<file path="src/verilog/ute_pkg.sv">
// package: register map, field positions, source codes and states
package ute_pkg;

	// ------------------------------------------------------------
	// register byte offsets
	// ------------------------------------------------------------
	localparam logic [7:0] OFS_CTRL = 8'h00; // command pulses
	localparam logic [7:0] OFS_CFG = 8'h04; // mode and source selection
	localparam logic [7:0] OFS_DIV = 8'h08; // timebase divisor
	localparam logic [7:0] OFS_DLY = 8'h0c; // launch to first sample delay
	localparam logic [7:0] OFS_NSAMP = 8'h10; // finite sample count
	localparam logic [7:0] OFS_FILT = 8'h14; // glitch filter length
	localparam logic [7:0] OFS_PINDIR = 8'h18; // pin direction, 1 = output
	localparam logic [7:0] OFS_PINRT = 8'h1c; // pin route, 1 = launch
	localparam logic [7:0] OFS_STAT = 8'h20; // status, underflow w1c
	localparam logic [7:0] OFS_CNT = 8'h24; // samples issued

	// ------------------------------------------------------------
	// field positions
	// ------------------------------------------------------------
	localparam int CTRL_START = 0; // arm a generation
	localparam int CTRL_STOP = 1; // stop and disarm
	localparam int CTRL_SWTRIG = 2; // software launch pulse
	localparam int CFG_EXT_STB = 0; // strobe from a pin
	localparam int CFG_EXT_TB = 1; // timebase from a pin
	localparam int CFG_TRIG_EN = 2; // wait for a launch edge
	localparam int CFG_TRIG_FALL = 3; // launch on falling edge
	localparam int CFG_TSEL = 4; // launch source, 4 bits
	localparam int CFG_HOLD_EN = 8; // hold gate in use
	localparam int CFG_HOLD_LOW = 9; // low level holds
	localparam int CFG_HSEL = 10; // hold source, 4 bits
	localparam int CFG_FINITE = 14; // stop after the sample count
	localparam int CFG_NONREGEN = 15; // check for fresh samples
	localparam int CFG_STB_INV = 16; // routed strobe active low
	localparam int CFG_FLT = 17; // filter enables, 3 bits
	localparam int CFG_SSEL = 20; // strobe pin, 4 bits
	localparam int CFG_TBSEL = 24; // timebase pin, 4 bits
	localparam int ST_ARMED = 0; // status bit positions
	localparam int ST_DELAY = 1;
	localparam int ST_RUN = 2;
	localparam int ST_DONE = 3;
	localparam int ST_UNDER = 4;

	// ------------------------------------------------------------
	// source codes and reset values
	// ------------------------------------------------------------
	localparam logic [3:0] TSRC_SW = 4'h0; // software pulse
	localparam logic [3:0] TSRC_REF = 4'h1; // acquisition reference
	localparam logic [3:0] TSRC_ACQ = 4'h2; // acquisition start
	localparam logic [3:0] TSRC_LVL = 4'h3; // level compare event
	localparam logic [3:0] TSRC_INT = 4'h4; // internal signal
	localparam logic [3:0] HSRC_LVL = 4'h0; // level compare event
	localparam logic [3:0] HSRC_INT = 4'h1; // internal signal
	localparam logic [3:0] SRC_PIN0 = 4'h8; // pins start here
	localparam logic [31:0] RST_CFG = 32'h0000_0000; // filters off
	localparam logic [7:0] RST_FILT = 8'h01; // filter length

	// ------------------------------------------------------------
	// engine states
	// ------------------------------------------------------------
	typedef enum logic [3:0] {
		S_IDLE = 4'h1,
		S_ARMED = 4'h2,
		S_DELAY = 4'h4,
		S_RUN = 4'h8
	} ute_state_t;

endpackage

</file>
<file path="src/verilog/ute_div_if.sv">
// interface: engine to strobe divider
`timescale 1ns/1ps
interface ute_div_if #(parameter int DW = 16);
	// divider control and result
	logic tb_tick; // one timebase tick
	logic run; // count ticks
	logic restart; // clear the count
	logic [DW-1:0] divisor; // ticks per strobe
	logic tick; // strobe due
	modport eng (output tb_tick, run, restart, divisor, input tick);
	modport div (input tb_tick, run, restart, divisor, output tick);
endinterface

</file>
<file path="src/verilog/ute_glitch_filter.sv">
// glitch filter: passes a level after n equal samples
`timescale 1ns/1ps
module ute_glitch_filter (
	// clock and reset
	input wire logic ref_clk,
	input wire logic rst_n,
	// control
	input wire logic en,
	input wire logic [7:0] len,
	// signal
	input wire logic raw,
	output logic lvl
);
	typedef struct packed {
		logic lvl; // propagated level
		logic [7:0] cnt; // equal samples seen
	} ute_flt_t;
	ute_flt_t q, d;

	// count consecutive samples of the new level
	always_comb begin
		d = q;
		if (!en || raw == q.lvl) begin
			d.lvl = en ? q.lvl : raw;
			d.cnt = 8'h00;
		end else if (q.cnt + 8'h01 >= len) begin
			d.lvl = raw;
			d.cnt = 8'h00;
		end else begin
			d.cnt = q.cnt + 8'h01;
		end
	end

	// state register
	always_ff @(posedge ref_clk or negedge rst_n) begin
		if (!rst_n) begin
			q <= '0;
		end else begin
			q <= d;
		end
	end

	assign lvl = q.lvl;
endmodule

</file>
<file path="src/verilog/ute_strobe_div.sv">
// strobe divider: one tick per divisor timebase ticks
`timescale 1ns/1ps
module ute_strobe_div #(parameter int DW = 16) (
	// clock and reset
	input wire logic ref_clk,
	input wire logic rst_n,
	// engine side
	ute_div_if.div dv
);
	typedef struct packed {
		logic [DW-1:0] cnt; // ticks since last strobe
	} ute_dcnt_t;
	ute_dcnt_t q, d;
	logic last;

	// a zero divisor behaves as one
	assign last = (q.cnt + DW'(1) >= dv.divisor);

	// count timebase ticks while running; cleared on restart, frozen otherwise
	always_comb begin
		d = q;
		if (dv.restart) begin
			d.cnt = '0;
		end else if (dv.run && dv.tb_tick) begin
			d.cnt = last ? '0 : q.cnt + DW'(1);
		end
	end

	assign dv.tick = dv.run && dv.tb_tick && !dv.restart && last;

	// state register
	always_ff @(posedge ref_clk or negedge rst_n) begin
		if (!rst_n) begin
			q <= '0;
		end else begin
			q <= d;
		end
	end
endmodule

</file>
<file path="src/verilog/ute_engine.sv">
// output update timing engine: launch, hold, strobe and apb registers
//
// Decided for this implementation: the APB slave port and the register addresses.
`timescale 1ns/1ps
module ute_engine #(
	parameter int NPIN = 8, // programmable pins
	parameter int SW = 32, // channels per sample
	parameter int DW = 16 // divisor and delay width
) (
	// clock and reset
	input wire logic ref_clk,
	input wire logic resetn,
	// apb slave
	input wire logic psel,
	input wire logic penable,
	input wire logic pwrite,
	input wire logic [7:0] paddr,
	input wire logic [31:0] pwdata,
	output logic [31:0] prdata,
	output logic pready,
	output logic pslverr,
	// trigger sources
	input wire logic acquisition_reference_trigger,
	input wire logic acquisition_start_trigger,
	input wire logic level_compare_event,
	input wire logic internal_launch,
	input wire logic internal_hold,
	// programmable pins
	input wire logic [NPIN-1:0] programmable_pin_i,
	output logic [NPIN-1:0] programmable_pin_o,
	output logic [NPIN-1:0] programmable_pin_oe_n,
	// sample source and channel outputs
	input wire logic sample_valid,
	input wire logic [SW-1:0] sample_data,
	output logic sample_take,
	output logic [SW-1:0] channel_out,
	output logic output_update_strobe
);
	initial begin
		if (NPIN < 1 || NPIN > 8 || DW < 2 || DW > 32 || SW < 1 || SW > 32)
			$error("ute_engine: unsupported parameter value");
	end

	// ------------------------------------------------------------
	// reset release
	// ------------------------------------------------------------
	logic [1:0] rst_sync_r; // release synchroniser
	logic rst_n; // released reset

	// two flops release the reset in step with the clock
	always_ff @(posedge ref_clk or negedge resetn) begin
		if (!resetn) begin
			rst_sync_r <= 2'h0;
		end else begin
			rst_sync_r <= {rst_sync_r[0], 1'b1};
		end
	end
	assign rst_n = rst_sync_r[1];

	// ------------------------------------------------------------
	// state
	// ------------------------------------------------------------
	typedef struct packed {
		logic pready; // access phase answered
		logic [31:0] prdata; // read data
		logic pslverr; // unmapped access
		logic [31:0] cfg; // configuration
		logic [DW-1:0] div; // divisor
		logic [DW-1:0] dly; // delay in timebase ticks
		logic [31:0] nsamp; // finite count
		logic [7:0] flen; // filter length
		logic [NPIN-1:0] pdir; // pin directions
		logic [NPIN-1:0] prt; // pin routes
		ute_pkg::ute_state_t st; // engine state
		logic [DW-1:0] dcnt; // delay remaining
		logic [31:0] scnt; // samples issued
		logic first; // first internal sample due
		logic under; // sticky underflow
		logic done; // finite run complete
		logic trig_d; // launch level last cycle
		logic stb_d; // strobe pin last cycle
		logic tb_d; // timebase pin last cycle
		logic strobe; // update strobe pulse
		logic launch; // launch pulse
		logic take; // sample consumed
		logic [SW-1:0] dout; // channel outputs
		logic [NPIN-1:0] pin_o; // pin drive
		logic [NPIN-1:0] pin_oen; // pin enable, low drives
	} ute_state_all_t;
	ute_state_all_t q, d;

	// ------------------------------------------------------------
	// source selection and filters
	// ------------------------------------------------------------
	logic [3:0] tsel, hsel, ssel, tbsel;
	logic [2:0] raw, flt; // strobe, launch, hold
	logic ext_stb, tb_tick, stb_edge, trig_edge, hold_act;
	logic start_cmd, stop_cmd, sw_trig, access, sample_hit;

	assign tsel = q.cfg[ute_pkg::CFG_TSEL +: 4];
	assign hsel = q.cfg[ute_pkg::CFG_HSEL +: 4];
	assign ssel = q.cfg[ute_pkg::CFG_SSEL +: 4];
	assign tbsel = q.cfg[ute_pkg::CFG_TBSEL +: 4];
	assign ext_stb = q.cfg[ute_pkg::CFG_EXT_STB];

	// pick the raw launch, hold and strobe levels
	always_comb begin
		raw[0] = programmable_pin_i[ssel[2:0]];
		case (tsel)
			ute_pkg::TSRC_REF: raw[1] = acquisition_reference_trigger;
			ute_pkg::TSRC_ACQ: raw[1] = acquisition_start_trigger;
			ute_pkg::TSRC_LVL: raw[1] = level_compare_event;
			ute_pkg::TSRC_INT: raw[1] = internal_launch;
			default: raw[1] = tsel[3] && programmable_pin_i[tsel[2:0]];
		endcase
		case (hsel)
			ute_pkg::HSRC_LVL: raw[2] = level_compare_event;
			ute_pkg::HSRC_INT: raw[2] = internal_hold;
			default: raw[2] = hsel[3] && programmable_pin_i[hsel[2:0]];
		endcase
	end

	// optional glitch filter on strobe, launch and hold
	for (genvar g = 0; g < 3; g++) begin : g_flt
		ute_glitch_filter u_flt (
			.ref_clk(ref_clk),
			.rst_n(rst_n),
			.en(q.cfg[ute_pkg::CFG_FLT + g]),
			.len(q.flen),
			.raw(raw[g]),
			.lvl(flt[g])
		);
	end

	// timebase: every clock, or rising pin edges with no filter
	assign tb_tick = q.cfg[ute_pkg::CFG_EXT_TB] ?
		(programmable_pin_i[tbsel[2:0]] && !q.tb_d) : 1'b1;
	assign stb_edge = flt[0] && !q.stb_d;
	assign trig_edge = (tsel == ute_pkg::TSRC_SW) ? sw_trig :
		(q.cfg[ute_pkg::CFG_TRIG_FALL] ? (q.trig_d && !flt[1]) :
		(!q.trig_d && flt[1]));
	assign hold_act = q.cfg[ute_pkg::CFG_HOLD_EN] &&
		(flt[2] != q.cfg[ute_pkg::CFG_HOLD_LOW]);

	// ------------------------------------------------------------
	// strobe divider
	// ------------------------------------------------------------
	ute_div_if #(.DW(DW)) dvi ();

	assign dvi.tb_tick = tb_tick;
	// the divider freezes during hold and resumes at once after it
	assign dvi.run = (q.st == ute_pkg::S_RUN) && !ext_stb && !hold_act;
	// the count starts after the first sample, a full period before the next
	assign dvi.restart = (q.st != ute_pkg::S_RUN) || q.first;
	assign dvi.divisor = q.div;

	ute_strobe_div #(.DW(DW)) u_div (
		.ref_clk(ref_clk),
		.rst_n(rst_n),
		.dv(dvi)
	);

	// ------------------------------------------------------------
	// apb decode
	// ------------------------------------------------------------
	assign access = psel && penable && q.pready;
	assign start_cmd = access && pwrite && paddr == ute_pkg::OFS_CTRL &&
		pwdata[ute_pkg::CTRL_START];
	assign stop_cmd = access && pwrite && paddr == ute_pkg::OFS_CTRL &&
		pwdata[ute_pkg::CTRL_STOP];
	assign sw_trig = access && pwrite && paddr == ute_pkg::OFS_CTRL &&
		pwdata[ute_pkg::CTRL_SWTRIG];

	// a sample is due on a strobe that finds the hold gate inactive
	assign sample_hit = (q.st == ute_pkg::S_RUN) && !hold_act &&
		(ext_stb ? stb_edge : (dvi.tick || q.first));

	// ------------------------------------------------------------
	// next state
	// ------------------------------------------------------------
	always_comb begin
		d = q;
		d.trig_d = flt[1];
		d.stb_d = flt[0];
		d.tb_d = programmable_pin_i[tbsel[2:0]];
		d.strobe = 1'b0;
		d.launch = 1'b0;
		d.take = 1'b0;
		d.pslverr = 1'b0;
		// one wait state: answer in the second access cycle
		d.pready = psel && penable && !q.pready;
		if (psel && penable && !q.pready) begin
			d.pslverr = (paddr > ute_pkg::OFS_CNT) || (paddr[1:0] != 2'h0);
			case (paddr)
				ute_pkg::OFS_CFG: d.prdata = q.cfg;
				ute_pkg::OFS_DIV: d.prdata = 32'(q.div);
				ute_pkg::OFS_DLY: d.prdata = 32'(q.dly);
				ute_pkg::OFS_NSAMP: d.prdata = q.nsamp;
				ute_pkg::OFS_FILT: d.prdata = 32'(q.flen);
				ute_pkg::OFS_PINDIR: d.prdata = 32'(q.pdir);
				ute_pkg::OFS_PINRT: d.prdata = 32'(q.prt);
				ute_pkg::OFS_STAT: d.prdata = {27'h0, q.under, q.done,
					q.st == ute_pkg::S_RUN, q.st == ute_pkg::S_DELAY,
					q.st == ute_pkg::S_ARMED};
				ute_pkg::OFS_CNT: d.prdata = q.scnt;
				default: d.prdata = 32'h0000_0000;
			endcase
		end
		// register writes take effect at the answering edge
		if (access && pwrite) begin
			case (paddr)
				ute_pkg::OFS_CFG: d.cfg = pwdata;
				ute_pkg::OFS_DIV: d.div = pwdata[DW-1:0];
				ute_pkg::OFS_DLY: d.dly = pwdata[DW-1:0];
				ute_pkg::OFS_NSAMP: d.nsamp = pwdata;
				ute_pkg::OFS_FILT: d.flen = pwdata[7:0];
				ute_pkg::OFS_PINDIR: d.pdir = pwdata[NPIN-1:0];
				ute_pkg::OFS_PINRT: d.prt = pwdata[NPIN-1:0];
				ute_pkg::OFS_STAT:
					if (pwdata[ute_pkg::ST_UNDER]) d.under = 1'b0;
				default: d.cfg = q.cfg;
			endcase
		end
		// engine sequence
		case (q.st)
			ute_pkg::S_IDLE: begin
				if (start_cmd) begin
					d.scnt = 32'h0000_0000;
					d.done = 1'b0;
					d.st = ute_pkg::S_ARMED;
				end
			end
			ute_pkg::S_ARMED: begin
				// untriggered starts launch in the cycle after the start command arms
				if (!q.cfg[ute_pkg::CFG_TRIG_EN] || trig_edge) begin
					d.launch = 1'b1;
					d.dcnt = q.dly;
					d.first = !ext_stb;
					d.st = (!ext_stb && q.dly != '0) ?
						ute_pkg::S_DELAY : ute_pkg::S_RUN;
				end
			end
			ute_pkg::S_DELAY: begin
				if (tb_tick) begin
					d.dcnt = q.dcnt - DW'(1);
					if (q.dcnt == DW'(1)) d.st = ute_pkg::S_RUN;
				end
			end
			ute_pkg::S_RUN: begin
				// later launch edges are ignored here
				if (sample_hit) begin
					d.first = 1'b0;
					d.strobe = 1'b1;
					d.take = sample_valid;
					if (sample_valid) d.dout = sample_data;
					if (q.cfg[ute_pkg::CFG_NONREGEN] && !sample_valid)
						d.under = 1'b1;
					d.scnt = q.scnt + 32'h1;
					if (q.cfg[ute_pkg::CFG_FINITE] &&
						q.scnt + 32'h1 >= q.nsamp) begin
						d.done = 1'b1;
						d.st = ute_pkg::S_IDLE;
					end
				end
			end
			default: d.st = ute_pkg::S_IDLE;
		endcase
		if (stop_cmd) begin
			d.first = 1'b0;
			d.st = ute_pkg::S_IDLE;
		end
		// pin drive: routed strobe or launch; timebase never leaves
		for (int i = 0; i < NPIN; i++) begin
			d.pin_oen[i] = !q.pdir[i];
			d.pin_o[i] = q.pdir[i] && (q.prt[i] ? d.launch :
				(d.strobe ^ q.cfg[ute_pkg::CFG_STB_INV]));
		end
	end

	// state register
	always_ff @(posedge ref_clk or negedge rst_n) begin
		if (!rst_n) begin
			q <= '{pready: 1'b0, prdata: 32'h0, pslverr: 1'b0,
				cfg: ute_pkg::RST_CFG, div: '0, dly: '0, nsamp: 32'h0,
				flen: ute_pkg::RST_FILT, pdir: '0, prt: '0,
				st: ute_pkg::S_IDLE, dcnt: '0, scnt: 32'h0, first: 1'b0,
				under: 1'b0, done: 1'b0, trig_d: 1'b0, stb_d: 1'b0,
				tb_d: 1'b0, strobe: 1'b0, launch: 1'b0, take: 1'b0,
				dout: '0, pin_o: '0, pin_oen: '1};
		end else begin
			q <= d;
		end
	end

	// outputs straight from the state register
	assign prdata = q.prdata;
	assign pready = q.pready;
	assign pslverr = q.pslverr;
	assign programmable_pin_o = q.pin_o;
	assign programmable_pin_oe_n = q.pin_oen;
	assign sample_take = q.take;
	assign channel_out = q.dout;
	assign output_update_strobe = q.strobe;
endmodule

</file>
<file path="config.mk">
export PLATFORM = sky130hd
export DESIGN_NAME = ute_engine
export DESIGN_NICKNAME = d
export VERILOG_FILES = /design/src/verilog/ute_pkg.sv /design/src/verilog/ute_div_if.sv /design/src/verilog/ute_glitch_filter.sv /design/src/verilog/ute_strobe_div.sv /design/src/verilog/ute_engine.sv
export SDC_FILE = /design/constraint.sdc
export NUM_CORES = 1
export LEC_CHECK = 0
export ABC_AREA = 1
export BUFFER_PORTS_ARGS = -buffer_cell sky130_fd_sc_hd__clkbuf_2
export CORE_MARGIN = 2
export CORE_UTILIZATION = 58
export CTS_CLUSTER_DIAMETER = 200
export CTS_CLUSTER_SIZE = 14
export DETAILED_ROUTE_END_ITERATION = 8
export GPL_ROUTABILITY_DRIVEN = 1
export PLACE_DENSITY = 0.79
export SLEW_MARGIN = 20
export SYNTH_ARGS = -nofsm -noshare
export SYNTH_HDL_FRONTEND = slang
export SYNTH_SLANG_ARGS = --single-unit
</file>
<file path="constraint.sdc">
create_clock -name ref_clk -period 16.9 [get_ports ref_clk]
set_clock_uncertainty 0.05 [all_clocks]
set_input_delay 2.535 -clock ref_clk [delete_from_list [all_inputs] [get_ports ref_clk]]
set_output_delay 2.535 -clock ref_clk [all_outputs]
set_load 0.1 [all_outputs]
</file>
==> impl_summary.txt, run 1 <==
----------------------------------------------------
[Status]
  Status ... finished clean

[CTS]
  Number of clock buffers inserted by TritonCTS ... 25
  Clock-pin slew on the worst setup and hold paths ... 0.07 ns
  TritonCTS clock tree ... yes
  CTS H-Tree Depth ... 1
  Buffers inserted during post-CTS setup optimization ... 0
  Number of sinks handled by clock tree synthesis ... 307
  Root cell of the clock tree ... sky130_fd_sc_hd__clkbuf_16
  Skew-Pair Late Insertion Delay ... 0.55 ns
  # resized after CTS ... 0
  Cts hold-fix bufs ... 0
  Worst-case clock buffer depth ... 3

[Synthesis]
  Commonest register cell after synthesis ... sky130_fd_sc_hd__dfrtp_1
  FFs w/ async S/R, synth ... 100%
  Total standard cell area after synthesis ... 0.0172 mm²
  Post-synth net total ... 2361
  Synth Instances ... 2191
  Yosys reg bits ... 307
  Part of the Yosys area used for sequential elements ... 44.7%
  Post-Syn Area per Cell ... 7.86 µm²
  EDFF count, synth ... 0
  Number of warnings reported in the yosys synthesis log ... 0
  Number of distinct library cells after synthesis ... 54

[Setup path]
  Reg-to-Reg End ... channel_out[16]
  Launch point of the worst reg-to-reg path ... u_div.q[0]
  Critical path's largest stage delay ... 0.70 ns
  Slowest-stage cell, CP ... sky130_fd_sc_hd__nand2_2
  Path length in cells of the critical path ... 8
  Worst reg-to-reg setup slack ... 12.09 ns
  Maximum fanout along the worst path ... 64
  Cells on worst reg2reg path ... 23
  Launch point of the worst path ... paddr[1]
  Endpoint of the worst setup timing path ... q[205]
  Family with the most delay on the worst path ... simple AND/OR/NAND/NOR gates
  Combined buffer and inverter count along the critical path ... 3
  Critical path class ... in -> reg
  Critical path data required time ... 17.28 ns
  Arrival time at the worst endpoint ... 5.38 ns
  Crit end category ... register
  Critical Path Start Type ... input pin
  Cell chain of the critical path ... clkbuf_2 -> nor2_1 -> inv_1 -> nor3_1 -> nand2_1 -> inv_2 -> nand2_2 -> o21ai_0

[Floorplan]
  Initial Util ... 58.4%
  Die area ... 0.0311 mm²
  DIE HEIGHT ... 176 µm
  Count of standard-cell rows ... 63
  Die X-Extent ... 176 µm
  Number of top-level design ports ... 175
  Core area ... 0.0295 mm²

[Power and ir drop]
  Portion of total power attributed to combinational logic ... 23.2%
  Clk network pwr share ... 30.8%
  Overall power of the completed layout ... 1.75 mW
  Worst voltage drop across the vdd grid ... 78.7 µV
  Internal ... 1.13 mW
  Part of the total power dissipated in sequential elements ... 46.0%
  Sw Share ... 35.4%
  Leakage power figure ... 9.45 nW
  Net switching power ... 0.618 mW
  Total power divided by cell area ... 94.6 mW/mm²

[STA]
  Worst Slack Setup Final ... 11.90 ns
  RSZ-0062 raised after global routing ... no
  Post-layout min period ... 5.00 ns
  Pins Over Slew Limit ... 0
  Setup_tns ... 0 ns
  Post-Route Hold Slack ... 0.215 ns
  Final setup violating endpoints ... 0
  Maximum clock rate ... 200 MHz
  Measured slew at the worst slew-check pin ... 1.03 ns
  Hold violation total from the final report ... 0
  Final worst-path cycle share ... 29.6%
  Relative slew margins ... 31.0%

[Placed design]
  Placer congestion estimate ... 0.964
  HPWL Detailed ... 35.1 mm
  Post-Place Setup Slack ... 11.43 ns
  Number of I/O port buffers ... 174

[GRT]
  Antenna violations before repair ... 1
  Total congestion overflow after global routing ... 0
  GR Layer Usage met1 ... 41.2%
  Pin count of the biggest net entering global routing ... 84
  Global routing usage on met2 ... 50.3%
  Number of global-route vias before repair ... 14200
  Routing layer with the top usage in global route ... met2
  Total global routing track utilization ... 30.4%
  M3 GR Usage ... 4.33%
  First-pass GRT wire length ... 74.8 mm

[Drt]
  Wirelength per Cell ... 17.7 µm
  Number of violations reported at the end of detailed-routing iteration 0 ... 1537
  DR vias/cell ... 5.65
  Antenna Nets Post-Route ... 0
  Via count ... 15000
  Total DRC errors in the routed layout ... 0
  First-pass DRT Iterations ... 6
  Total Wirelength ... 47.0 mm

[Min path]
  Class of the tightest hold or removal check ... reg -> async

[Final layout]
  Antenna diodes ... 0
  Most frequent cells in the layout ... 582 x sky130_fd_sc_hd__nand2_1, 296 x sky130_fd_sc_hd__dfrtp_1, 291 x sky130_fd_sc_hd__inv_1
  Growth of design area from synthesis to finish ... 7.19%
  Most common cell after layout, fill and taps aside ... sky130_fd_sc_hd__nand2_1
  Final #Nets ... 2430
  Fraction of final layout cells sized beyond drive strength 1 ... 11.9%

[Flow run]
  Reported max-cap violation count ... 0

----------------------------------------------------
[stage by stage]
step / cells / instance area (µm²) / utilization, %
global placement: 2622 / 17800 / 60.3
finish: 2660 / 18500 / 62.6
CTS: 2659 / 18400 / 62.5
global route: 2660 / 18500 / 62.6
floorplan: 2191 / 17200 / -
detailed placement: 2622 / 17800 / 60.3
[worst reg2reg max path, cell delays in order, from the launching register on]
cell,delay [ns]
sky130_fd_sc_hd__dfrtp_1,0.42
sky130_fd_sc_hd__ha_1,0.21
sky130_fd_sc_hd__nand3_1,0.13
sky130_fd_sc_hd__nor3_2,0.19
sky130_fd_sc_hd__nand3_1,0.17
sky130_fd_sc_hd__nor3_2,0.20
sky130_fd_sc_hd__nand3_1,0.16
sky130_fd_sc_hd__nor3_2,0.14
sky130_fd_sc_hd__xor2_1,0.27
sky130_fd_sc_hd__ha_1,0.29
sky130_fd_sc_hd__nand2_1,0.06
sky130_fd_sc_hd__inv_1,0.05
sky130_fd_sc_hd__nand3_1,0.08
sky130_fd_sc_hd__inv_1,0.04
sky130_fd_sc_hd__a21oi_1,0.19
sky130_fd_sc_hd__nand3_1,0.18
sky130_fd_sc_hd__nand3_1,0.16
sky130_fd_sc_hd__nand2_2,0.08
sky130_fd_sc_hd__nand2_4,0.28
sky130_fd_sc_hd__clkinv_2,0.36
sky130_fd_sc_hd__nand2_4,0.42
sky130_fd_sc_hd__clkinv_4,0.36
sky130_fd_sc_hd__nand2_1,0.15
sky130_fd_sc_hd__nand2_1,0.06
[worst min-delay path by stage]
stage                  startpoint         endpoint  cells past startpoint
finish              rst_sync_r[1]  channel_out[20]                      0
global route        rst_sync_r[1]  channel_out[13]                      0
CTS                 rst_sync_r[0]    rst_sync_r[1]                      0
detailed placement  rst_sync_r[0]    rst_sync_r[1]                      0
global placement    rst_sync_r[0]    rst_sync_r[1]                      0
floorplan           rst_sync_r[0]    rst_sync_r[1]                      0
[sequential cells by signal, indices dropped and copies added, names as in the netlist]
| signal | flops |
|---|---|
| q | 157 |
| channel_out | 32 |
| prdata | 32 |
| g_flt.u_flt.q | 24 |
| dvi.divisor | 16 |
| u_div.q | 16 |
| programmable_pin_o | 8 |
| programmable_pin_oe_n | 8 |
| hsel | 4 |
| g_flt.u_flt.lvl | 3 |
| rst_sync_r | 2 |
| ext_stb | 1 |
| output_update_strobe | 1 |
| pready | 1 |
| pslverr | 1 |
| sample_take | 1 |
[power groups by stage]
| stage | Clock, mW | Combinational, mW | Sequential, mW |
|---|---|---|---|
| 5_1_grt | 0.568 | 0.434 | 0.809 |
| 3_5_place_dp | 0 | 0.397 | 0.820 |
| 3_3_place_gp | 0 | 0.392 | 0.819 |
| 2_1_floorplan | 0 | 0.336 | 0.824 |
| 4_1_cts | 0.541 | 0.398 | 0.806 |
| 6_report | 0.538 | 0.404 | 0.804 |
[logic make-up after synthesis]
logic type | count (synthesis) | synth area share [%]
adder cells (fa/ha/maj) | 79 | 5.74
flip-flops | 307 | 44.7
buffers and inverters | 446 | 11.8
AO/OA/AOI/OAI | 401 | 12.7
XOR/XNOR | 46 | 2.34
other | 1 | 0.0218
AND/OR/NAND/NOR | 911 | 22.7
[final cells by class]
cell class                      count  area [µm²]
Clock buffer                       37         671
Fill cell                        2611       11000
Inverter                          306        1150
Multi-Input combinational cell   1438        7500
Sequential cell                   307        7700
Tap cell                          390         488
Timing Repair Buffer              182         955
[cell usage after synthesis (4+ instances only)]
library cell,count,share of area (%)
sky130_fd_sc_hd__a21oi_1,82,2.4
sky130_fd_sc_hd__o31ai_1,5,0.22
sky130_fd_sc_hd__nand3b_1,6,0.26
sky130_fd_sc_hd__nor4_1,14,0.51
sky130_fd_sc_hd__buf_4,81,3.5
sky130_fd_sc_hd__o21ai_0,226,6.6
sky130_fd_sc_hd__o2111ai_1,7,0.36
sky130_fd_sc_hd__nor3b_1,5,0.22
sky130_fd_sc_hd__inv_2,9,0.20
sky130_fd_sc_hd__nand3_1,77,2.2
sky130_fd_sc_hd__dfstp_2,10,1.5
sky130_fd_sc_hd__clkinv_1,4,0.087
sky130_fd_sc_hd__inv_1,291,6.3
sky130_fd_sc_hd__o221ai_1,5,0.25
sky130_fd_sc_hd__nand3_2,6,0.35
sky130_fd_sc_hd__nor2_1,127,2.8
sky130_fd_sc_hd__o22ai_1,30,1.1
sky130_fd_sc_hd__nor3_1,21,0.61
sky130_fd_sc_hd__ha_1,79,5.7
sky130_fd_sc_hd__xor2_1,46,2.3
sky130_fd_sc_hd__nand2_2,13,0.47
sky130_fd_sc_hd__a31oi_1,9,0.33
sky130_fd_sc_hd__a21o_1,4,0.17
sky130_fd_sc_hd__dfrtp_1,297,43
sky130_fd_sc_hd__nor3_2,6,0.35
sky130_fd_sc_hd__nand2_1,583,13
sky130_fd_sc_hd__buf_2,20,0.58
sky130_fd_sc_hd__o21ai_1,12,0.35
sky130_fd_sc_hd__a22o_1,4,0.20
sky130_fd_sc_hd__nand4_1,34,1.2
sky130_fd_sc_hd__a221oi_1,8,0.41
sky130_fd_sc_hd__clkbuf_1,35,0.76
[per-layer routing]
layer / vias to the layer above / wire [µm]
met5: - / 13
met1: 7131 / 19600
met3: 113 / 3700
met2: 618 / 21900
li1: 7152 / -
met4: 2 / 1830
Power figures use the tool's default switching activity.
==> inputs of run 2 (changes only) <==
Settings changed: ABC_AREA 1 to 0, CORE_UTILIZATION 58 to 54, PLACE_DENSITY 0.79 to 0.77.
Clock period 16.9 ns to 4.28 ns, I/O delays scaled along.
==> impl_summary.txt, run 2 <==
----------------------------------------------------
[Status]
  Status ... finished clean (unchanged)

[Min path]
  Class of the tightest hold or removal check ... in -> reg (was reg -> async)

[CTS]
  Skew-Pair Late Insertion Delay ... 0.54 ns (was 0.55 ns)
  CTS H-Tree Depth ... 1 (unchanged)
  TritonCTS clock tree ... yes (unchanged)
  Worst-case clock buffer depth ... 3 (unchanged)
  Number of clock buffers inserted by TritonCTS ... 25 (unchanged)
  Number of sinks handled by clock tree synthesis ... 307 (unchanged)
  Root cell of the clock tree ... sky130_fd_sc_hd__clkbuf_16 (unchanged)
  Clock-pin slew on the worst setup and hold paths ... 0.07 ns (about the same)

[GRT]
  Number of global-route vias before repair ... 12500 (was 14200)
  Antenna violations before repair ... 1 (unchanged)
  Pin count of the biggest net entering global routing ... 87 (was 84)
  First-pass GRT wire length ... 69.3 mm (was 74.8 mm)
  Total congestion overflow after global routing ... 0 (unchanged)
  Total global routing track utilization ... 26.4% (was 30.4%)

[Synthesis]
  Commonest register cell after synthesis ... sky130_fd_sc_hd__dfrtp_1 (unchanged)
  EDFF count, synth ... 0 (unchanged)
  Synth area leader ... sky130_fd_sc_hd__dfrtp_1 (unchanged)
  Post-Syn Area per Cell ... 10.8 µm² (was 7.86 µm²)
  Synthesized-area fraction occupied by xor and xnor cells ... 3.45% (was 2.34%)
  Number of warnings reported in the yosys synthesis log ... 0 (unchanged)
  Total standard cell area after synthesis ... 0.0167 mm² (was 0.0172 mm²)
  FFs w/ async S/R, synth ... 100% (unchanged)
  Post-synthesis compound-gate area fraction ... 12.4% (was 12.7%)
  Yosys reg bits ... 307 (unchanged)
  Number of distinct library cells after synthesis ... 75 (was 54)
  Dominant combinational cell family by area after synthesis ... multiplexers (was simple AND/OR/NAND/NOR gates)
  Adder and majority gate portion of the synthesized area ... 5.90% (was 5.74%)
  Top cells by area, synth ... sky130_fd_sc_hd__dfrtp_1 44%, sky130_fd_sc_hd__mux2_2 8.6%, sky130_fd_sc_hd__ha_1 5.9%, sky130_fd_sc_hd__buf_4 3.7%, sky130_fd_sc_hd__nand2_1 2.9% (was sky130_fd_sc_hd__dfrtp_1 43%, sky130_fd_sc_hd__nand2_1 13%, sky130_fd_sc_hd__o21ai_0 6.6%, sky130_fd_sc_hd__inv_1 6.3%, sky130_fd_sc_hd__ha_1 5.7%)
  Post-synth net total ... 1720 (was 2361)
  Synth Instances ... 1550 (was 2191)
  Part of the Yosys area used for sequential elements ... 46.0% (was 44.7%)
  Post-synth top area share ... 44.4% (was 43.1%)
  Post-synthesis mux area share ... 12.7% (was 0%)
  Most used standard cells in the synthesized netlist ... 297 x sky130_fd_sc_hd__dfrtp_1, 128 x sky130_fd_sc_hd__mux2_2, 128 x sky130_fd_sc_hd__nand2_1 (was 583 x sky130_fd_sc_hd__nand2_1, 297 x sky130_fd_sc_hd__dfrtp_1, 291 x sky130_fd_sc_hd__inv_1)
  Most instantiated library cell after synthesis ... sky130_fd_sc_hd__dfrtp_1 (was sky130_fd_sc_hd__nand2_1)
  Area fraction in and, or, nand and nor cells after synthesis ... 12.2% (was 22.7%)

[Placed design]
  Number of I/O port buffers ... 174 (unchanged)
  Placer congestion estimate ... 0.912 (was 0.964)
  Cell area reported after detailed placement ... 0.0175 mm² (was 0.0178 mm²)
  HPWL Detailed ... 31.0 mm (was 35.1 mm)
  Post-Place Setup Slack ... -0.00264 ns (was 11.43 ns)

[Floorplan]
  Die X-Extent ... 180 µm (was 176 µm)
  DIE HEIGHT ... 180 µm (was 176 µm)
  Die area ... 0.0324 mm² (was 0.0311 mm²)
  Count of standard-cell rows ... 64 (was 63)
  Number of top-level design ports ... 175 (unchanged)
  Initial Util ... 54.7% (was 58.4%)
  Core area ... 0.0306 mm² (was 0.0295 mm²)

[Drt]
  DR vias/cell ... 6.07 (was 5.65)
  Number of violations reported at the end of detailed-routing iteration 0 ... 1352 (was 1537)
  Total DRC errors in the routed layout ... 0 (unchanged)
  Wirelength per Cell ... 20.9 µm (was 17.7 µm)
  Via count ... 12600 (was 15000)
  First-pass DRT Iterations ... 9 (was 6)
  Total Wirelength ... 43.3 mm (was 47.0 mm)
  Antenna Nets Post-Route ... 0 (unchanged)

[Setup path]
  Critical path class ... reg -> reg (was in -> reg)
  Cell chain of the critical path ... nand3_1 -> nor3_1 -> and3_1 -> and3_1 -> nand3_1 -> xnor2_1 -> ha_1 -> nand4_1 -> buf_4 -> inv_1 -> a221oi_2 -> a21oi_4 -> buf_4 -> a21oi_4 -> o21bai_1 -> a21bo_2 (was clkbuf_2 -> nor2_1 -> inv_1 -> nor3_1 -> nand2_1 -> inv_2 -> nand2_2 -> o21ai_0)
  Crit end category ... register (unchanged)
  Arrival time at the worst endpoint ... 4.47 ns (was 5.38 ns)
  Critical path's largest stage delay ... 0.44 ns (was 0.70 ns)
  Critical path data required time ... 4.71 ns (was 17.28 ns)
  Critical Path Start Type ... register (was input pin)
  Maximum fanout along the worst path ... 16 (was 64)
  Slowest-stage cell, CP ... sky130_fd_sc_hd__dfrtp_1 (was sky130_fd_sc_hd__nand2_2)

[STA]
  Post-layout min period ... 4.03 ns
  Worst Slack Setup Final ... 0.249 ns (was 11.90 ns)
  Final setup violating endpoints ... 0 (unchanged)
  Hold violation total from the final report ... 0 (unchanged)
  Final worst-path cycle share ... 94.2%
  Relative slew margins ... 39.8% (was 31.0%)
  Maximum clock rate ... 248 MHz
  Setup_tns ... 0 ns (unchanged)
  Pins Over Slew Limit ... 0 (unchanged)
  Measured slew at the worst slew-check pin ... 0.903 ns (was 1.03 ns)

[Power and ir drop]
  Net switching power ... 1.19 mW (was 0.618 mW)
  Worst voltage drop across the vdd grid ... 261 µV (was 78.7 µV)
  Portion of total power attributed to combinational logic ... 3.5% (was 23.2%)
  Leakage power figure ... 9.13 nW (was 9.45 nW)
  Overall power of the completed layout ... 5.25 mW (was 1.75 mW)
  Sw Share ... 22.6% (was 35.4%)
  Clk network pwr share ... 40.7% (was 30.8%)
  Part of the total power dissipated in sequential elements ... 55.7% (was 46.0%)
  Internal ... 4.07 mW (was 1.13 mW)
  Total power divided by cell area ... 287 mW/mm² (was 94.6 mW/mm²)

[Final layout]
  Finished Cell Area ... 0.0183 mm² (was 0.0185 mm²)
  Footprint of the multi-input gates ... 0.00790 mm² (was 0.00750 mm²)
  Reg with most FFs ... q (unchanged)
  Footprint of the flip-flops and latches ... 0.00770 mm² (unchanged)
  Largest register FFs ... 157 (unchanged)
  Final #Nets ... 1823 (was 2430)
  Most frequent cells in the layout ... 296 x sky130_fd_sc_hd__dfrtp_1, 174 x sky130_fd_sc_hd__clkbuf_2, 128 x sky130_fd_sc_hd__nand2_1, 128 x sky130_fd_sc_hd__mux2_2, 84 x sky130_fd_sc_hd__inv_1 (was 582 x sky130_fd_sc_hd__nand2_1, 296 x sky130_fd_sc_hd__dfrtp_1, 291 x sky130_fd_sc_hd__inv_1)
  Fraction of final layout cells sized beyond drive strength 1 ... 26.7% (was 11.9%)
  Count of fill cells added during filler insertion ... 2521 (was 2611)
  Growth of design area from synthesis to finish ... 9.42% (was 7.19%)
  Post-layout utilization of the core ... 59.9% (was 62.6%)
  Most common cell after layout, fill and taps aside ... sky130_fd_sc_hd__dfrtp_1 (was sky130_fd_sc_hd__nand2_1)

[Flow run]
  Reported max-cap violation count ... 0 (unchanged)

----------------------------------------------------
run 2: cell families (layout without fill, tap and decap cells):
logic type / Yosys count / after routing
and+or+nand+nor: 408 / 409
DFF: 307 / 307
AOI/OAI and AO/OA: 294 / 294
buffers and inverters: 224 / 344
muxes: 171 / 171
adders and majority gates: 79 / 79
xor gates and xnor gates: 66 / 66
other: 1 / 2
run 2: final cells by class:
| type | instances | share of cell area, % |
|---|---|---|
| tap | 396 | 2.70 |
| sequential | 307 | 42.0 |
| antenna | 1 | 0.0137 |
| inverter | 86 | 1.81 |
| clock buffer | 45 | 3.82 |
| multi-input combinational | 1020 | 43.1 |
| timing repair buffer | 213 | 6.54 |
run 2: through the flow:
stage               hold slack, ns  instances
floorplan                    0.281       1550
global placement             0.287       2016
detailed placement           0.290       2016
CTS                          0.277       2063
global route                 0.279       2067
finish                       0.294       2068
run 2: power by group through the flow:
stage                     Clock, mW  Sequential, mW  Combinational (mW)
final                          2.14            2.93               0.186
after global routing           2.29            2.93               0.206
after CTS                      2.17            2.93               0.187
after detailed placement          0            2.98               0.185
after global placement            0            2.98               0.181
after floorplan                   0            3.02              0.0435
run 2: worst paths after layout:
check	start	depth (start not counted)	slack, ns	to
worst min-delay path	sample_data[21]	2	0.29	channel_out[21]
worst max-delay path	u_div.q[2]	16	0.25	q[87]
worst max register to register	u_div.q[2]	16	0.25	q[87]
worst min register to register	rst_sync_r[0]	0	0.30	rst_sync_r[1]
max in group asynchronous	rst_sync_r[1]	1	2.77	dvi.divisor[10]
min in group asynchronous	resetn	2	0.36	rst_sync_r[1]
run 2: per-layer routing:
metal,track usage [%],vias to the layer above,routed length (µm)
met4,7.00,0,1170
met5,0,-,0
met3,4.67,72,3570
li1,-,5720,-
met2,42.4,555,20300
met1,37.2,6213,18300
run 2: what timing repair did:
action / 4_1_cts / 5_1_grt
setup endpoints to repair: 32 / 91
setup buffers: 1 / 3
resized for setup: 0 / 13
pin swaps: 1 / 7
endpoints found under the hold margin: 2 / 0
gates cloned: 0 / 1
hold buffers: 1 / 0
run 2: worst max-delay path: cells and delay by family (launching register included):
family | cells | cell delay, ns
AOI/OAI and AO/OA | 5 | 1.20
xor gates and xnor gates | 1 | 0.24
adders and majority gates | 1 | 0.31
and+or+nand+nor | 6 | 1.39
DFF | 1 | 0.44
buffers and inverters | 3 | 0.37
==> inputs of run 3 (changes only) <==
Settings changed: ABC_AREA 0 to 1, RECOVER_POWER set to 50.
==> impl_summary.txt, run 3 (synthesis gave the netlist of run 1 again) <==
----------------------------------------------------
[Status]
  Status ... finished with violations (was finished clean)
  Failing checks ... capacitance limit, slew limit

[STA]
  Final worst-path cycle share ... 89.7% (was 94.2%)
  Measured slew at the worst slew-check pin ... 2.29 ns (was 0.903 ns)
  Post-Route Hold Slack ... 0.224 ns (was 0.294 ns)
  Pins Over Slew Limit ... 227 (was 0)
  RSZ-0062 raised after global routing ... no
  Final setup violating endpoints ... 0 (unchanged)
  Setup_tns ... 0 ns (unchanged)
  Post-layout min period ... 3.84 ns (was 4.03 ns)
  Hold violation total from the final report ... 0 (unchanged)
  Maximum clock rate ... 260 MHz (was 248 MHz)
  Relative slew margins ... -52.4% (was 39.8%)

[CTS]
  # resized after CTS ... 0 (unchanged)
  Worst-case clock buffer depth ... 3 (unchanged)
  CTS H-Tree Depth ... 1 (unchanged)
  Skew-Pair Late Insertion Delay ... 0.56 ns (was 0.54 ns)
  TritonCTS clock tree ... yes (unchanged)
  Root cell of the clock tree ... sky130_fd_sc_hd__clkbuf_16 (unchanged)
  Number of clock buffers inserted by TritonCTS ... 25 (unchanged)
  Clock-pin slew on the worst setup and hold paths ... 0.07 ns (about the same)
  Number of sinks handled by clock tree synthesis ... 307 (unchanged)

[Placed design]
  Number of I/O port buffers ... 174 (unchanged)
  Placer congestion estimate ... 0.976 (was 0.912)
  HPWL Detailed ... 35.3 mm (was 31.0 mm)

[Setup path]
  Critical Path Start Type ... register (unchanged)
  Crit end category ... register (unchanged)
  Critical path data required time ... 4.67 ns (was 4.71 ns)
  Maximum fanout along the worst path ... 17 (was 16)
  Worst reg-to-reg setup slack ... 0.44 ns (was 0.25 ns)
  Critical path class ... reg -> reg (unchanged)
  Arrival time at the worst endpoint ... 4.23 ns (was 4.47 ns)

[Final layout]
  Antenna diodes ... 0 (was 1)
  Most frequent cells in the layout ... 582 x sky130_fd_sc_hd__nand2_1, 297 x sky130_fd_sc_hd__dfrtp_1, 293 x sky130_fd_sc_hd__inv_1 (was 296 x sky130_fd_sc_hd__dfrtp_1, 174 x sky130_fd_sc_hd__clkbuf_2, 128 x sky130_fd_sc_hd__nand2_1, 128 x sky130_fd_sc_hd__mux2_2, 84 x sky130_fd_sc_hd__inv_1)
  Most common cell after layout, fill and taps aside ... sky130_fd_sc_hd__nand2_1 (was sky130_fd_sc_hd__dfrtp_1)
  Final #Nets ... 2441 (was 1823)
  Fraction of final layout cells sized beyond drive strength 1 ... 11.9% (was 26.7%)
  Reg with most FFs ... q (unchanged)
  Growth of design area from synthesis to finish ... 7.89% (was 9.42%)
  Largest register FFs ... 157 (unchanged)

[Drt]
  Number of violations reported at the end of detailed-routing iteration 0 ... 1441 (was 1352)
  Antenna Nets Post-Route ... 0 (unchanged)
  Via count ... 15200 (was 12600)
  Wirelength per Cell ... 17.8 µm (was 20.9 µm)
  Total Wirelength ... 47.8 mm (was 43.3 mm)
  First-pass DRT Iterations ... 7 (was 9)
  Total DRC errors in the routed layout ... 0 (unchanged)
  DR vias/cell ... 5.66 (was 6.07)

[GRT]
  First-pass GRT wire length ... 76.8 mm (was 69.3 mm)
  Pin count of the biggest net entering global routing ... 121 (was 87)
  Number of global-route vias before repair ... 14600 (was 12500)
  M3 GR Usage ... 4.43% (was 4.67%)
  Total congestion overflow after global routing ... 0 (unchanged)
  GR Layer Usage met1 ... 39.7% (was 37.2%)
  Antenna violations before repair ... 0 (was 1)
  Total global routing track utilization ... 28.8% (was 26.4%)
  Routing layer with the top usage in global route ... met2 (unchanged)
  Global routing usage on met2 ... 46.1% (was 42.4%)

[Power and ir drop]
  Total power divided by cell area ... 377 mW/mm² (was 287 mW/mm²)
  Leakage power figure ... 9.51 nW (was 9.13 nW)
  Worst voltage drop across the vdd grid ... 312 µV (was 261 µV)

[Floorplan]
  DIE HEIGHT ... 183 µm (was 180 µm)
  Core area ... 0.0315 mm² (was 0.0306 mm²)
  Initial Util ... 54.7% (about the same)
  Count of standard-cell rows ... 65 (was 64)
  Die area ... 0.0333 mm² (was 0.0324 mm²)
  Die X-Extent ... 183 µm (was 180 µm)
  Number of top-level design ports ... 175 (unchanged)

[Min path]
  Class of the tightest hold or removal check ... in -> reg (unchanged)

[Flow run]
  Reported max-cap violation count ... 2 (was 0)

----------------------------------------------------
==> run 3: changes by cell type in the layout (fill, tap and decap cells not counted), sizes merged, moves of 21 or more <==
cell / change
nand2: +467
inv: +216
mux2: -158
o21ai: +157
nor2: +67
xnor2: -37
a222oi: -35
o22ai: +29
a21oi: +27
buf: -24
nor2b: -22
a22o: -21
==> run 3: power breakdown <==
group / switching (mW) / total (mW) / internal (mW)
combinational: 1.28 / 1.63 / 0.350
clock: 1.10 / 2.21 / 1.11
sequential: 0.112 / 3.18 / 3.06
total: 2.49 / 7.01 / 4.52
==> run 3: path summary, 6_finish.rpt <==
path | start | endpoint | cells past startpoint
max in group asynchronous | rst_sync_r[1] | programmable_pin_o[1] | 1
hold / removal | sample_data[22] | channel_out[22] | 3
min in group asynchronous | resetn | rst_sync_r[0] | 2
setup / recovery | u_div.q[0] | q[79] | 23
hold reg to reg | rst_sync_r[0] | rst_sync_r[1] | 0
setup reg to reg | u_div.q[0] | q[79] | 23
==> run 3: metrics by stage <==
stage | area, µm² | power [mW] | std cells | worst slack (ns) | util, %
after floorplan | 17200 | 4.58 | 2191 | 1.11 | -
after global routing | 18600 | 7.29 | 2692 | 0.00579 | 59.0
final | 18600 | 7.01 | 2692 | 0.441 | 59.0
after detailed placement | 17900 | 4.84 | 2645 | 0.559 | 56.9
after CTS | 18600 | 7.04 | 2692 | 0.528 | 59.2
after global placement | 17900 | 4.81 | 2645 | 0.705 | 56.9
==> run 3: critical path: stages (launching register included) <==
cell and delay [ns]:
sky130_fd_sc_hd__dfrtp_1 0.41, sky130_fd_sc_hd__nand3_1 0.14, sky130_fd_sc_hd__nor3_1 0.35, sky130_fd_sc_hd__nand3_1 0.22, sky130_fd_sc_hd__nor3_1 0.30, sky130_fd_sc_hd__nand2_1 0.13, sky130_fd_sc_hd__o21ai_0 0.20, sky130_fd_sc_hd__nand2_1 0.09
sky130_fd_sc_hd__inv_1 0.07, sky130_fd_sc_hd__ha_1 0.14, sky130_fd_sc_hd__nand2_1 0.05, sky130_fd_sc_hd__inv_1 0.06, sky130_fd_sc_hd__nand3_1 0.08, sky130_fd_sc_hd__nor2_1 0.15, sky130_fd_sc_hd__nand3_1 0.11, sky130_fd_sc_hd__nand3_1 0.14
sky130_fd_sc_hd__nand3_1 0.14, sky130_fd_sc_hd__nand2_2 0.12, sky130_fd_sc_hd__nand2_4 0.08, sky130_fd_sc_hd__nand2_1 0.08, sky130_fd_sc_hd__nand2_2 0.23, sky130_fd_sc_hd__buf_12 0.25, sky130_fd_sc_hd__nand2_1 0.05, sky130_fd_sc_hd__o21ai_0 0.08
==> run 3: cell type report <==
cell class / count / area (µm²)
Timing Repair Buffer: 193 / 1010
Sequential cell: 307 / 7690
Tap cell: 402 / 503
Inverter: 306 / 1150
Clock buffer: 45 / 701
Multi-Input combinational cell: 1438 / 7500
Clock inverter: 1 / 20.0
Fill cell: 2778 / 12900
==> run 3: timing repair <==
| item | 4_1_cts | 5_1_grt |
|---|---|---|
| buffers inserted | 0 | 0 |
| hold endpoints to repair | 2 | 0 |
| hold buffers | 1 | 0 |
| endpoints found under the setup margin | 0 | 0 |
==> run 3: metal layers <==
metal | vias to the layer above | routed length [µm]
met1 | 7219 | 19900
li1 | 7155 | -
met5 | - | 0
met3 | 127 | 4020
met2 | 728 | 22100
met4 | 0 | 1800
